<file path="src/tdm_loop_pkg.sv">
// constants shared by the slot loop switch and its bench
package tdm_loop_pkg;
  // ==========================================================
  // register offsets on the plain access port
  localparam logic [1:0] OFS_ACCESS_DATA = 2'h0;
  localparam logic [1:0] OFS_ACCESS_ADDR = 2'h1;
  localparam logic [1:0] OFS_ACCESS_CTRL = 2'h2;
  localparam logic [1:0] OFS_STATUS      = 2'h3;
  localparam logic [7:0] REG_RST         = 8'h00;

  // ==========================================================
  // memory operation codes and field layout
  localparam logic [3:0] MEM_OP_CONN     = 4'h7;  // upper nibble: store a connection
  localparam logic [7:0] MEM_OP_TRISTATE = 8'h60; // whole byte: tristate field access
  localparam logic [3:0] MODE_UNASSIGNED = 4'h0;
  localparam int         DIR_BIT         = 7;     // direction bit in address and pointer
  localparam logic       DIR_DOWN        = 1'b0;
  localparam logic       DIR_UP          = 1'b1;
  localparam logic       LOOP_SWITCH     = 1'b0;  // leading pointer bit that selects the loop
  localparam logic [2:0] SLOT_MSB_BIT    = 3'h7;
  localparam logic [2:0] SLOT_LSB_BIT    = 3'h0;

  // ==========================================================
  // timing
  localparam int CLK_HZ      = 40_000_000;
  localparam int BIT_RATE_HZ = 2_048_000;
  localparam int BIT_DIV     = CLK_HZ / BIT_RATE_HZ; // sys_clk cycles per serial bit
endpackage

</file>
<file path="src/tdm_slot_loop_switch.sv">
// time-slot switch with loop paths, single-frame buffers and access registers
//
// Chosen here: strobed register access and the register offsets.
`timescale 1ns/1ps
// Operation
// - First connection stores a downstream PCM pointer in downstream control of the slot.
// - Mode codes 0001 to 0111 also drive looped data on the subscriber output pin.
// - Mode code 0000 keeps the subscriber output pin undriven for the looped slot.
// - Leading-zero upstream pointer takes slot input from internal downstream serial output.
// - Leading-zero upstream pointer still selects an upstream PCM slot as destination.
// - Subscriber-PCM-subscriber loop reads subscriber data from upstream data memory.
// - Only one frame of slot data is held per direction.
// - Close or earlier output slots receive data one frame later.
// - Serial slot input is made parallel before being stored.
// - Data memory is written only at the end-of-slot write interval.
// - Output slots are read in parallel at the slot read cycle, then serialised.
// - Read after write in the same frame passes data with zero frame delay.
// - Read before write sends the previous frame's value.
// - Control 0110 0000 writes a PCM transmit slot's drive field, one bit per pair of bits.
// - Control upper nibble 0111 stores a connection with the lower nibble as mode.
// - Subscriber loops use a spare PCM slot whose drive may stay high impedance.
module tdm_slot_loop_switch #(
  parameter int NUM_SLOTS = 32,
  parameter int BIT_DIV   = tdm_loop_pkg::BIT_DIV
) (
  input  wire logic       sys_clk,
  input  wire logic       arst_n,
  input  wire logic [1:0] reg_addr,
  input  wire logic [7:0] reg_wdata,
  input  wire logic       reg_wr,
  input  wire logic       reg_rd,
  output logic      [7:0] reg_rdata,
  input  wire logic       frame_sync,
  input  wire logic       pcm_rx,
  output logic            pcm_tx,
  output logic            pcm_tx_oe,
  input  wire logic       sub_rx,
  output logic            sub_tx,
  output logic            sub_tx_oe
);
  localparam int SLOT_W = (NUM_SLOTS > 1) ? $clog2(NUM_SLOTS) : 1;
  localparam int DIV_W  = (BIT_DIV > 1) ? $clog2(BIT_DIV) : 1;
  localparam logic [DIV_W-1:0]  DIV_LAST  = DIV_W'(BIT_DIV - 1);
  localparam logic [DIV_W-1:0]  DIV_HALF  = DIV_W'(BIT_DIV / 2); // frame restart phase
  localparam logic [SLOT_W-1:0] SLOT_LAST = SLOT_W'(NUM_SLOTS - 1);

  // one register set holds all memories, so each direction keeps exactly one frame
  typedef struct packed {
    logic [NUM_SLOTS-1:0][7:0] dn_data_mem;   // downstream PCM slots received
    logic [NUM_SLOTS-1:0][7:0] up_data_mem;   // upstream PCM slots to send
    logic [NUM_SLOTS-1:0][7:0] dn_conn_ptr;   // per subscriber slot, downstream source
    logic [NUM_SLOTS-1:0][7:0] up_conn_ptr;   // per subscriber slot, upstream destination
    logic [NUM_SLOTS-1:0][3:0] dn_conn_mode;
    logic [NUM_SLOTS-1:0][3:0] up_conn_mode;
    logic [NUM_SLOTS-1:0][3:0] tx_drive_mask; // one bit per pair of PCM bits
    logic [7:0]                access_data;
    logic [7:0]                access_addr;
    logic [7:0]                access_ctrl;
    logic [7:0]                rdata;
    logic [DIV_W-1:0]          div;
    logic [2:0]                bit_idx;
    logic [SLOT_W-1:0]         slot;
    logic [7:0]                pcm_rx_sh;
    logic [7:0]                sub_rx_sh;
    logic [7:0]                pcm_word;
    logic [7:0]                sub_word;
    logic [3:0]                pcm_mask;
    logic [3:0]                sub_mode;
    logic                      fs_prev;
    logic                      pcm_bit;
    logic                      pcm_oe;
    logic                      sub_bit;
    logic                      sub_oe;
  } sw_state_t;

  sw_state_t s_r;
  sw_state_t s_nxt;

  logic              fs_stable;
  logic              pcm_rx_s;
  logic              sub_rx_s;
  logic              fs_rise;
  logic              bit_tick;
  logic              slot_end;
  logic [SLOT_W-1:0] next_slot;
  logic [SLOT_W-1:0] acc_slot;
  logic              ctrl_wr;
  logic              conn_op;
  logic              tri_op;
  logic [7:0]        up_ptr_cur;
  logic [3:0]        up_mode_cur;
  logic              dn_serial_bit;
  logic              up_in_bit;
  logic [7:0]        pcm_in_word;
  logic [7:0]        up_in_word;
  logic [7:0]        dn_ptr_next;
  logic [3:0]        dn_mode_next;
  logic [7:0]        sub_read_word;
  logic [7:0]        pcm_read_word;

  // ==========================================================
  // pin synchronisers
  pin_sync3 u_sync_fs (
    .sys_clk    (sys_clk),
    .arst_n     (arst_n),
    .pin_in     (frame_sync),
    .pin_stable (fs_stable)
  );
  pin_sync3 u_sync_pcm (
    .sys_clk    (sys_clk),
    .arst_n     (arst_n),
    .pin_in     (pcm_rx),
    .pin_stable (pcm_rx_s)
  );
  pin_sync3 u_sync_sub (
    .sys_clk    (sys_clk),
    .arst_n     (arst_n),
    .pin_in     (sub_rx),
    .pin_stable (sub_rx_s)
  );

  // ==========================================================
  // slot timing and memory access decode
  always_comb begin
    fs_rise     = fs_stable && !s_r.fs_prev;
    bit_tick    = (s_r.div == DIV_LAST) && !fs_rise;  // frame start wins over a tick
    slot_end    = bit_tick && (s_r.bit_idx == tdm_loop_pkg::SLOT_LSB_BIT);
    next_slot   = (s_r.slot == SLOT_LAST) ? '0 : s_r.slot + 1'b1;
    acc_slot    = s_r.access_addr[SLOT_W-1:0];
    ctrl_wr     = reg_wr && (reg_addr == tdm_loop_pkg::OFS_ACCESS_CTRL);
    conn_op     = ctrl_wr && (reg_wdata[7:4] == tdm_loop_pkg::MEM_OP_CONN);
    tri_op      = ctrl_wr && (reg_wdata == tdm_loop_pkg::MEM_OP_TRISTATE);
    up_ptr_cur  = s_r.up_conn_ptr[s_r.slot];
    up_mode_cur = s_r.up_conn_mode[s_r.slot];
    // the internal downstream serial bit exists even when the pin is quiet
    dn_serial_bit = s_r.sub_word[s_r.bit_idx];
    // loop switch: a leading zero pointer replaces the pin by the internal stream
    up_in_bit   = (up_ptr_cur[tdm_loop_pkg::DIR_BIT] == tdm_loop_pkg::LOOP_SWITCH) ?
                  dn_serial_bit : sub_rx_s;
    pcm_in_word = {s_r.pcm_rx_sh[6:0], pcm_rx_s};
    up_in_word  = {s_r.sub_rx_sh[6:0], up_in_bit};
    dn_ptr_next  = s_r.dn_conn_ptr[next_slot];
    dn_mode_next = s_r.dn_conn_mode[next_slot];
    // a pointer with the up bit fetches from upstream memory: subscriber loop path
    sub_read_word = (dn_ptr_next[tdm_loop_pkg::DIR_BIT] == tdm_loop_pkg::DIR_UP) ?
                    s_r.up_data_mem[dn_ptr_next[SLOT_W-1:0]] :
                    s_r.dn_data_mem[dn_ptr_next[SLOT_W-1:0]];
    pcm_read_word = s_r.up_data_mem[next_slot];
  end

  // ==========================================================
  // next state: serial shifting, memory access cycles, register port
  always_comb begin
    s_nxt         = s_r;
    s_nxt.fs_prev = fs_stable;
    s_nxt.rdata   = tdm_loop_pkg::REG_RST;
    // slot counters
    if (fs_rise) begin
      // restart mid-bit: input samples land mid-bit and the last tick of a frame
      // never meets the pulse of the next one, which would cancel that slot end
      s_nxt.div     = DIV_HALF;
      s_nxt.bit_idx = tdm_loop_pkg::SLOT_MSB_BIT;
      s_nxt.slot    = '0;
    end else if (bit_tick) begin
      s_nxt.div     = '0;
      s_nxt.bit_idx = s_r.bit_idx - 1'b1;
      s_nxt.pcm_rx_sh = pcm_in_word;
      s_nxt.sub_rx_sh = up_in_word;
      if (slot_end) begin
        s_nxt.slot = next_slot;
        // write interval: a downstream store at the close of each slot, an upstream store only if the slot is assigned
        s_nxt.dn_data_mem[s_r.slot] = pcm_in_word;
        if (up_mode_cur != tdm_loop_pkg::MODE_UNASSIGNED) begin
          s_nxt.up_data_mem[up_ptr_cur[SLOT_W-1:0]] = up_in_word;
        end
        // read cycle uses the old memory, so a same-edge store goes out next frame
        s_nxt.sub_word = sub_read_word;
        s_nxt.sub_mode = dn_mode_next;
        s_nxt.pcm_word = pcm_read_word;
        s_nxt.pcm_mask = s_r.tx_drive_mask[next_slot];
      end
    end else begin
      s_nxt.div = s_r.div + 1'b1;
    end
    // register port; writes to the three access registers, control starts an op
    if (reg_wr) begin
      case (reg_addr)
        tdm_loop_pkg::OFS_ACCESS_DATA: begin
          s_nxt.access_data = reg_wdata;
        end
        tdm_loop_pkg::OFS_ACCESS_ADDR: begin
          s_nxt.access_addr = reg_wdata;
        end
        tdm_loop_pkg::OFS_ACCESS_CTRL: begin
          s_nxt.access_ctrl = reg_wdata;
        end
        default: begin
        end
      endcase
    end
    if (conn_op) begin
      // direction bit of the address picks which control half is written
      if (s_r.access_addr[tdm_loop_pkg::DIR_BIT] == tdm_loop_pkg::DIR_UP) begin
        s_nxt.up_conn_ptr[acc_slot]  = s_r.access_data;
        s_nxt.up_conn_mode[acc_slot] = reg_wdata[3:0];
      end else begin
        s_nxt.dn_conn_ptr[acc_slot]  = s_r.access_data;
        s_nxt.dn_conn_mode[acc_slot] = reg_wdata[3:0];
      end
    end else if (tri_op) begin
      s_nxt.tx_drive_mask[acc_slot] = s_r.access_data[3:0];
    end
    if (reg_rd) begin
      case (reg_addr)
        tdm_loop_pkg::OFS_ACCESS_DATA: s_nxt.rdata = s_r.access_data;
        tdm_loop_pkg::OFS_ACCESS_ADDR: s_nxt.rdata = s_r.access_addr;
        tdm_loop_pkg::OFS_ACCESS_CTRL: s_nxt.rdata = s_r.access_ctrl;
        tdm_loop_pkg::OFS_STATUS:      s_nxt.rdata = 8'(s_r.slot);
        default:                       s_nxt.rdata = tdm_loop_pkg::REG_RST;
      endcase
    end
    // serialisers: output bits come from the words loaded at the read cycle
    s_nxt.pcm_bit = s_nxt.pcm_word[s_nxt.bit_idx];
    s_nxt.pcm_oe  = s_nxt.pcm_mask[s_nxt.bit_idx[2:1]];
    s_nxt.sub_bit = s_nxt.sub_word[s_nxt.bit_idx];
    s_nxt.sub_oe  = (s_nxt.sub_mode != tdm_loop_pkg::MODE_UNASSIGNED);
  end

  always_ff @(posedge sys_clk or negedge arst_n) begin
    if (!arst_n) begin
      s_r         <= '0;
      s_r.bit_idx <= tdm_loop_pkg::SLOT_MSB_BIT;
    end else begin
      s_r <= s_nxt;
    end
  end

  assign reg_rdata = s_r.rdata;
  assign pcm_tx    = s_r.pcm_bit;
  assign pcm_tx_oe = s_r.pcm_oe;
  assign sub_tx    = s_r.sub_bit;
  assign sub_tx_oe = s_r.sub_oe;
endmodule // tdm_slot_loop_switch

</file>
<file path="src/pin_sync3.sv">
// three-stage synchroniser with agreement filter for one pin
`timescale 1ns/1ps
module pin_sync3 (
  input  wire logic sys_clk,
  input  wire logic arst_n,
  input  wire logic pin_in,
  output logic      pin_stable
);
  typedef struct packed {
    logic s1;
    logic s2;
    logic s3;
    logic stable;
  } sync_state_t;

  sync_state_t s_r;
  sync_state_t s_nxt;

  // ==========================================================
  // stage one feeds stage two only; the filter looks at two and three
  always_comb begin
    s_nxt    = s_r;
    s_nxt.s1 = pin_in;
    s_nxt.s2 = s_r.s1;
    s_nxt.s3 = s_r.s2;
    if (s_r.s2 == s_r.s3) begin
      s_nxt.stable = s_r.s2;
    end
  end

  always_ff @(posedge sys_clk or negedge arst_n) begin
    if (!arst_n) begin
      s_r <= '0;
    end else begin
      s_r <= s_nxt;
    end
  end

  assign pin_stable = s_r.stable;
endmodule // pin_sync3

</file>
<file path="config.mk">
export PLATFORM = sky130hd
export DESIGN_NAME = tdm_slot_loop_switch
export DESIGN_NICKNAME = d
export VERILOG_FILES = /design/src/tdm_loop_pkg.sv /design/src/tdm_slot_loop_switch.sv /design/src/pin_sync3.sv
export SDC_FILE = /design/constraint.sdc
export NUM_CORES = 2
export LEC_CHECK = 0
export BUFFER_PORTS_ARGS = -buffer_cell sky130_fd_sc_hd__clkbuf_2
export CORE_MARGIN = 1.5
export CORE_UTILIZATION = 45
export CTS_BUF_LIST = sky130_fd_sc_hd__clkbuf_4 sky130_fd_sc_hd__clkbuf_8
export DETAILED_ROUTE_END_ITERATION = 6
export MAX_ROUTING_LAYER = met4
export PLACE_DENSITY = 0.64
export SYNTH_ARGS = -nofsm -noshare
export SYNTH_HDL_FRONTEND = slang
export SYNTH_SLANG_ARGS = --single-unit
</file>
<file path="constraint.sdc">
create_clock -name sys_clk -period 6.4 [get_ports sys_clk]
set_input_delay 0.32 -clock sys_clk [delete_from_list [all_inputs] [get_ports sys_clk]]
set_output_delay 0.32 -clock sys_clk [all_outputs]
set_load 0.005 [all_outputs]
</file>
Word level (Yosys, flattened, before mapping). Index checks and enable logic that the tools add are counted.

Register bits after elaboration: 1510. Word-level logic and storage cells: 358.

Add/subtract/negate cells: 3. Muxes and demuxes: 50. $lt $le $gt $ge: 11. Equal/unequal tests: 10. Reduce and logical (&&, ||, !) cells: 27. Bitwise logic cells: 3.

Operators with widths (count): $bwmux W256 (4); $bwmux W128 (3); $bmux W8 S5 (5); $demux W8 S5 (3); $mux W8 (10); $bmux W4 S5 (3); $mux W24 (2); $mux W48 (1); $pmux W8 S4 (1); $lt A5 B6 Y1 const B (5); $demux W4 S5 (1); $mux W4 (4); $reduce_and A2 Y1 (8); $ge A5 B1 Y1 const B (3); $mux W5 (3); $mux W13 (1); $add A5 B1 Y5 const B (2); $eq A5 B5 Y1 const B (2); $bmux W1 S3 (3); $logic_and A1 B1 Y1 (9); $eq A8 B7 Y1 const B (1); $lt A3 B4 Y1 const B (2); $reduce_bool A4 Y1 (2); $mux W1 (5); 14 further kinds (21).

Depth between registers and ports, before layout.
Depth after elaboration: 12. Gate-level depth with buffers: 25. Depth with buffers taken out: 16.

Cells and area by module. From an unflattened synthesis, not the netlist that was laid out.

Cells, all modules: 4960. Area, all modules: 65626.7 µm².

Modules (own cells, without submodules): tdm_slot_loop_switch (cells each 4945, area an instance 65292.6 µm², instances 1, seq. area each 34236.6 µm²); pin_sync3 (cells each 5, area an instance 111.4 µm², instances 3, seq. area each 100.1 µm²).

Worst setup path after synthesis. No wires, ideal clock.

Kind: reg-to-reg. Start: register s_r[45] (netlist name). End: register s_r (netlist bit sub_tx). Library setup time: 135 ps. Clock period less this slack: 4742 ps. Slack: 1658 ps. Cell stages (with the launch flop): 19. Arrival: 4608 ps. Path buffers: 6. Cells stage by stage: dfrtp_1 -> inv_1 -> buf_1 -> clkbuf_1 -> ha_1 -> buf_2 -> a2111oi_0 -> a2111oi_0 -> or4_1 -> nor3_2 -> buf_4 -> buf_6 -> buf_4 -> mux4_2 -> a22oi_1 -> nand3_1 -> and3_1 -> o2111ai_1 -> nand4_1.

RTL lines: start, declared (RTL line tdm_slot_loop_switch.sv:76) `sw_state_t s_r;`; start signal, assigned (RTL line tdm_slot_loop_switch.sv:234) `s_r <= s_nxt;`.

==> flow_metrics.env <==
export IMPL_post_drt_via_cell_ratio=6.02
export IMPL_crit_fanout=43
export IMPL_cts_max_level=4
export IMPL_max_slew_margin_pct=13.6
export IMPL_leakagePower_nw=34.0
export IMPL_mostFrequentLayoutCell="dfrtp_1"
export IMPL_setup_viol=0
export IMPL_ctsLongestPathBuffers=3
export IMPL_grt_first_pass_wirelength_um=281000
export IMPL_synthToLayoutAreaGrowth_pct=11.6
export IMPL_grt_pass1_vias=43300
export IMPL_post_cts_setup_buffers=0
export IMPL_drt_wl_total_um=183000
export IMPL_die_x_um=383
export IMPL_period_needed_ns=6.14
export IMPL_clkTransAtPathRegs_ns=0.06
export IMPL_core_rowCount=139
export IMPL_end_kind="flop"
export IMPL_syn_num_nets=4851
export IMPL_finalHoldWorstSlack_ns=0.0218
export IMPL_slew_viol_final=0
export IMPL_nets=4918
export IMPL_critPathLaunchType="flop"
export IMPL_multi_input_area_um2=29000
export IMPL_grt_total_usage_pct=26.0
export IMPL_grt_max_degree=177
export IMPL_final_cell_mix="dfrtp_1, mux2_2, nand2_1"
export IMPL_required_ns=7.28
export IMPL_max_stage_delay_ns=0.71
export IMPL_critPathArrivalTime_ns=7.03
export IMPL_ant_nets=0
export IMPL_status="finished, final reports clean"
export IMPL_synth_cells=4825
export IMPL_numCtsBuffers=223
export IMPL_dr_total_vias=42100
export IMPL_path_class="flop to flop"
export IMPL_die_area_um2=147000
export IMPL_ir_drop_mv=0.418
export IMPL_path_common_cell="a31oi_1"
export IMPL_hpwl_um=117000
export IMPL_maxCapViolations=0
export IMPL_clk_insertion_delay_late_ns=0.96
export IMPL_antenna_found_initial=3
export IMPL_slowest_stage="mux2_2"
export IMPL_synthFlopType="dfrtp_1"
export IMPL_remaining_drc_errors=0
export IMPL_power_density_nw_per_um2=248
export IMPL_yosysSeqAreaShare_pct=53.0
export IMPL_io_buffers=28
export IMPL_synth_cell_types=78
export IMPL_async_flop_share_pct=100
export IMPL_finalCritPeriodShare_pct=96.0
export IMPL_rsz0062_at_grt="no"
export IMPL_drive_above_1_share_pct=43.6
export IMPL_die_height_um=383
export IMPL_cts_root_buf="clkbuf_8"
export IMPL_ys_seq_elements=1380
export IMPL_drtPass1Iterations=6
export IMPL_fin_worst_skew_ns=0.0542
export IMPL_drt_initial_drc_count=3790
export IMPL_pin_count=29
export IMPL_synth_edf_count=0
export IMPL_fillers=12500
export IMPL_register_area_um2=34600
export IMPL_synthesis_area_um2=65100
export IMPL_hold_path_class="input pin to async pin"
export IMPL_worst_slew_pin_slew_ns=1.30
export IMPL_overflow=0
export IMPL_cts_tree="yes"
export IMPL_fin_tns_setup_ns=0
export IMPL_core_um2=144000
export IMPL_yosysWarnings=0
export IMPL_wl_per_cell_um=26.2
export IMPL_cts_resized=0
export IMPL_cts_sinks=1380
export IMPL_start_util_pct=45.3
export IMPL_fmax_mhz=163
export IMPL_place_congestion=0.985
export IMPL_syn_area_per_cell_um2=13.5
export IMPL_cp_cell_sequence="ha_1 -> and3_1 -> ha_2 -> nor2b_1 -> mux2_2 -> a31oi_1 -> a22o_1 -> a22oi_1 -> nand2_8 -> buf_12 -> nor2_1 -> a32o_1 -> a31oi_1 -> a311oi_1 -> and4b_1 -> a41oi_1 -> nand4_1"
export IMPL_hold_viol=0
[per-layer routing]
metal	track usage [%]	vias to the layer above	wire length, um
li1	-	17900	-
met1	35.9	22300	81800
met2	38.4	1458	83300
met3	4.61	404	11000
met4	9.76	0	6930
met5	-	-	0
[logic make-up after synthesis]
kind of cell / share of synthesized area, %
compound gates: 3.03
xor+xnor: 0.106
fa+ha+maj: 0.219
buf+inv: 2.59
flops: 53.0
mux: 33.3
simple gates: 7.75
[cells in the mapped netlist, drive strengths merged, types with 34 or more instances]
cell | count | area [um2]
mux2i | 106 | 1060
buf | 154 | 851
clkbuf | 201 | 754
nor2 | 179 | 674
nor3 | 54 | 275
nand3 | 206 | 1030
a22oi | 34 | 255
mux4 | 255 | 5740
mux2 | 1319 | 14900
nor4 | 46 | 294
o21ai | 38 | 190
nand2 | 482 | 1810
dfrtp | 1377 | 34500
a31oi | 35 | 219
[area by class of cell]
type / count / share of cell area, %
clock buffers: 377 / 6.43
multi-input cells: 3069 / 40.0
flip-flops and latches: 1380 / 47.6
well taps: 1903 / 3.28
repair buffers: 197 / 2.25
diodes: 4 / 0.0138
inverters: 21 / 0.109
clock inverters: 29 / 0.376
[report_power, final]
| part | leakage (nW) | internal [mW] | total, mW | switching, mW |
|---|---|---|---|---|
| combinational | 12.2 | 0.178 | 0.644 | 0.466 |
| clock | 2.64 | 4.66 | 8.30 | 3.64 |
| sequential | 19.2 | 8.82 | 9.06 | 0.239 |
[flip-flops by register name (all words and copies together) (netlist names)]
signal                 cells
acc_slot                   5
u_sync_pcm.s_r             1
sub_tx_oe                  1
u_sync_sub.s_r             1
sub_tx                     1
pcm_in_word                7
u_sync_sub.s_nxt           2
u_sync_pcm.pin_stable      1
u_sync_pcm.s_nxt           2
u_sync_fs.s_r              1
pcm_tx_oe                  1
pcm_tx                     1
u_sync_fs.pin_stable       1
s_r                     1344
reg_rdata                  8
u_sync_sub.pin_stable      1
u_sync_fs.s_nxt            2
[worst paths after layout]
path	to	depth (start not counted)	from	slack (ns)
worst min-delay path	s_r[1080]	2	arst_n	0.02
worst max-delay path	sub_tx	17	s_r[45]	0.26
worst min register to register	u_sync_fs.s_nxt[1]	0	u_sync_fs.s_nxt[2]	0.35
worst max register to register	sub_tx	17	s_r[45]	0.26
min in group sys_clk	reg_rdata[6]	4	reg_addr[1]	0.06
max in group asynchronous	s_r[253]	3	arst_n	4.82
[critical path: cells and delay by family (launching register included)]
kind            cells  cell delay [ns]
compound gates      7             2.05
fa+ha+maj           2             0.62
buf+inv             1             0.32
flops               1             0.48
mux                 1             0.71
simple gates        6             1.79
[stage by stage]
step           area (um2)  worst slack [ns]  power (mW)  utilization (%)  cells
2_1_floorplan       65100              1.66        9.42                -   4825
3_3_place_gp        67500             0.403        9.84             47.0   6552
3_5_place_dp        67500             0.394        9.85             47.0   6552
4_1_cts             72600             0.330        18.2             50.6   6976
5_1_grt             72600           0.00295        18.6             50.6   6980
6_report            72600             0.256        18.0             50.6   6980
[repair_timing]
item	CTS	global route
hold endpoints to repair	166	0
setup endpoints to repair	0	0
hold buffers	18	0
Power figures use the tool's default switching activity.
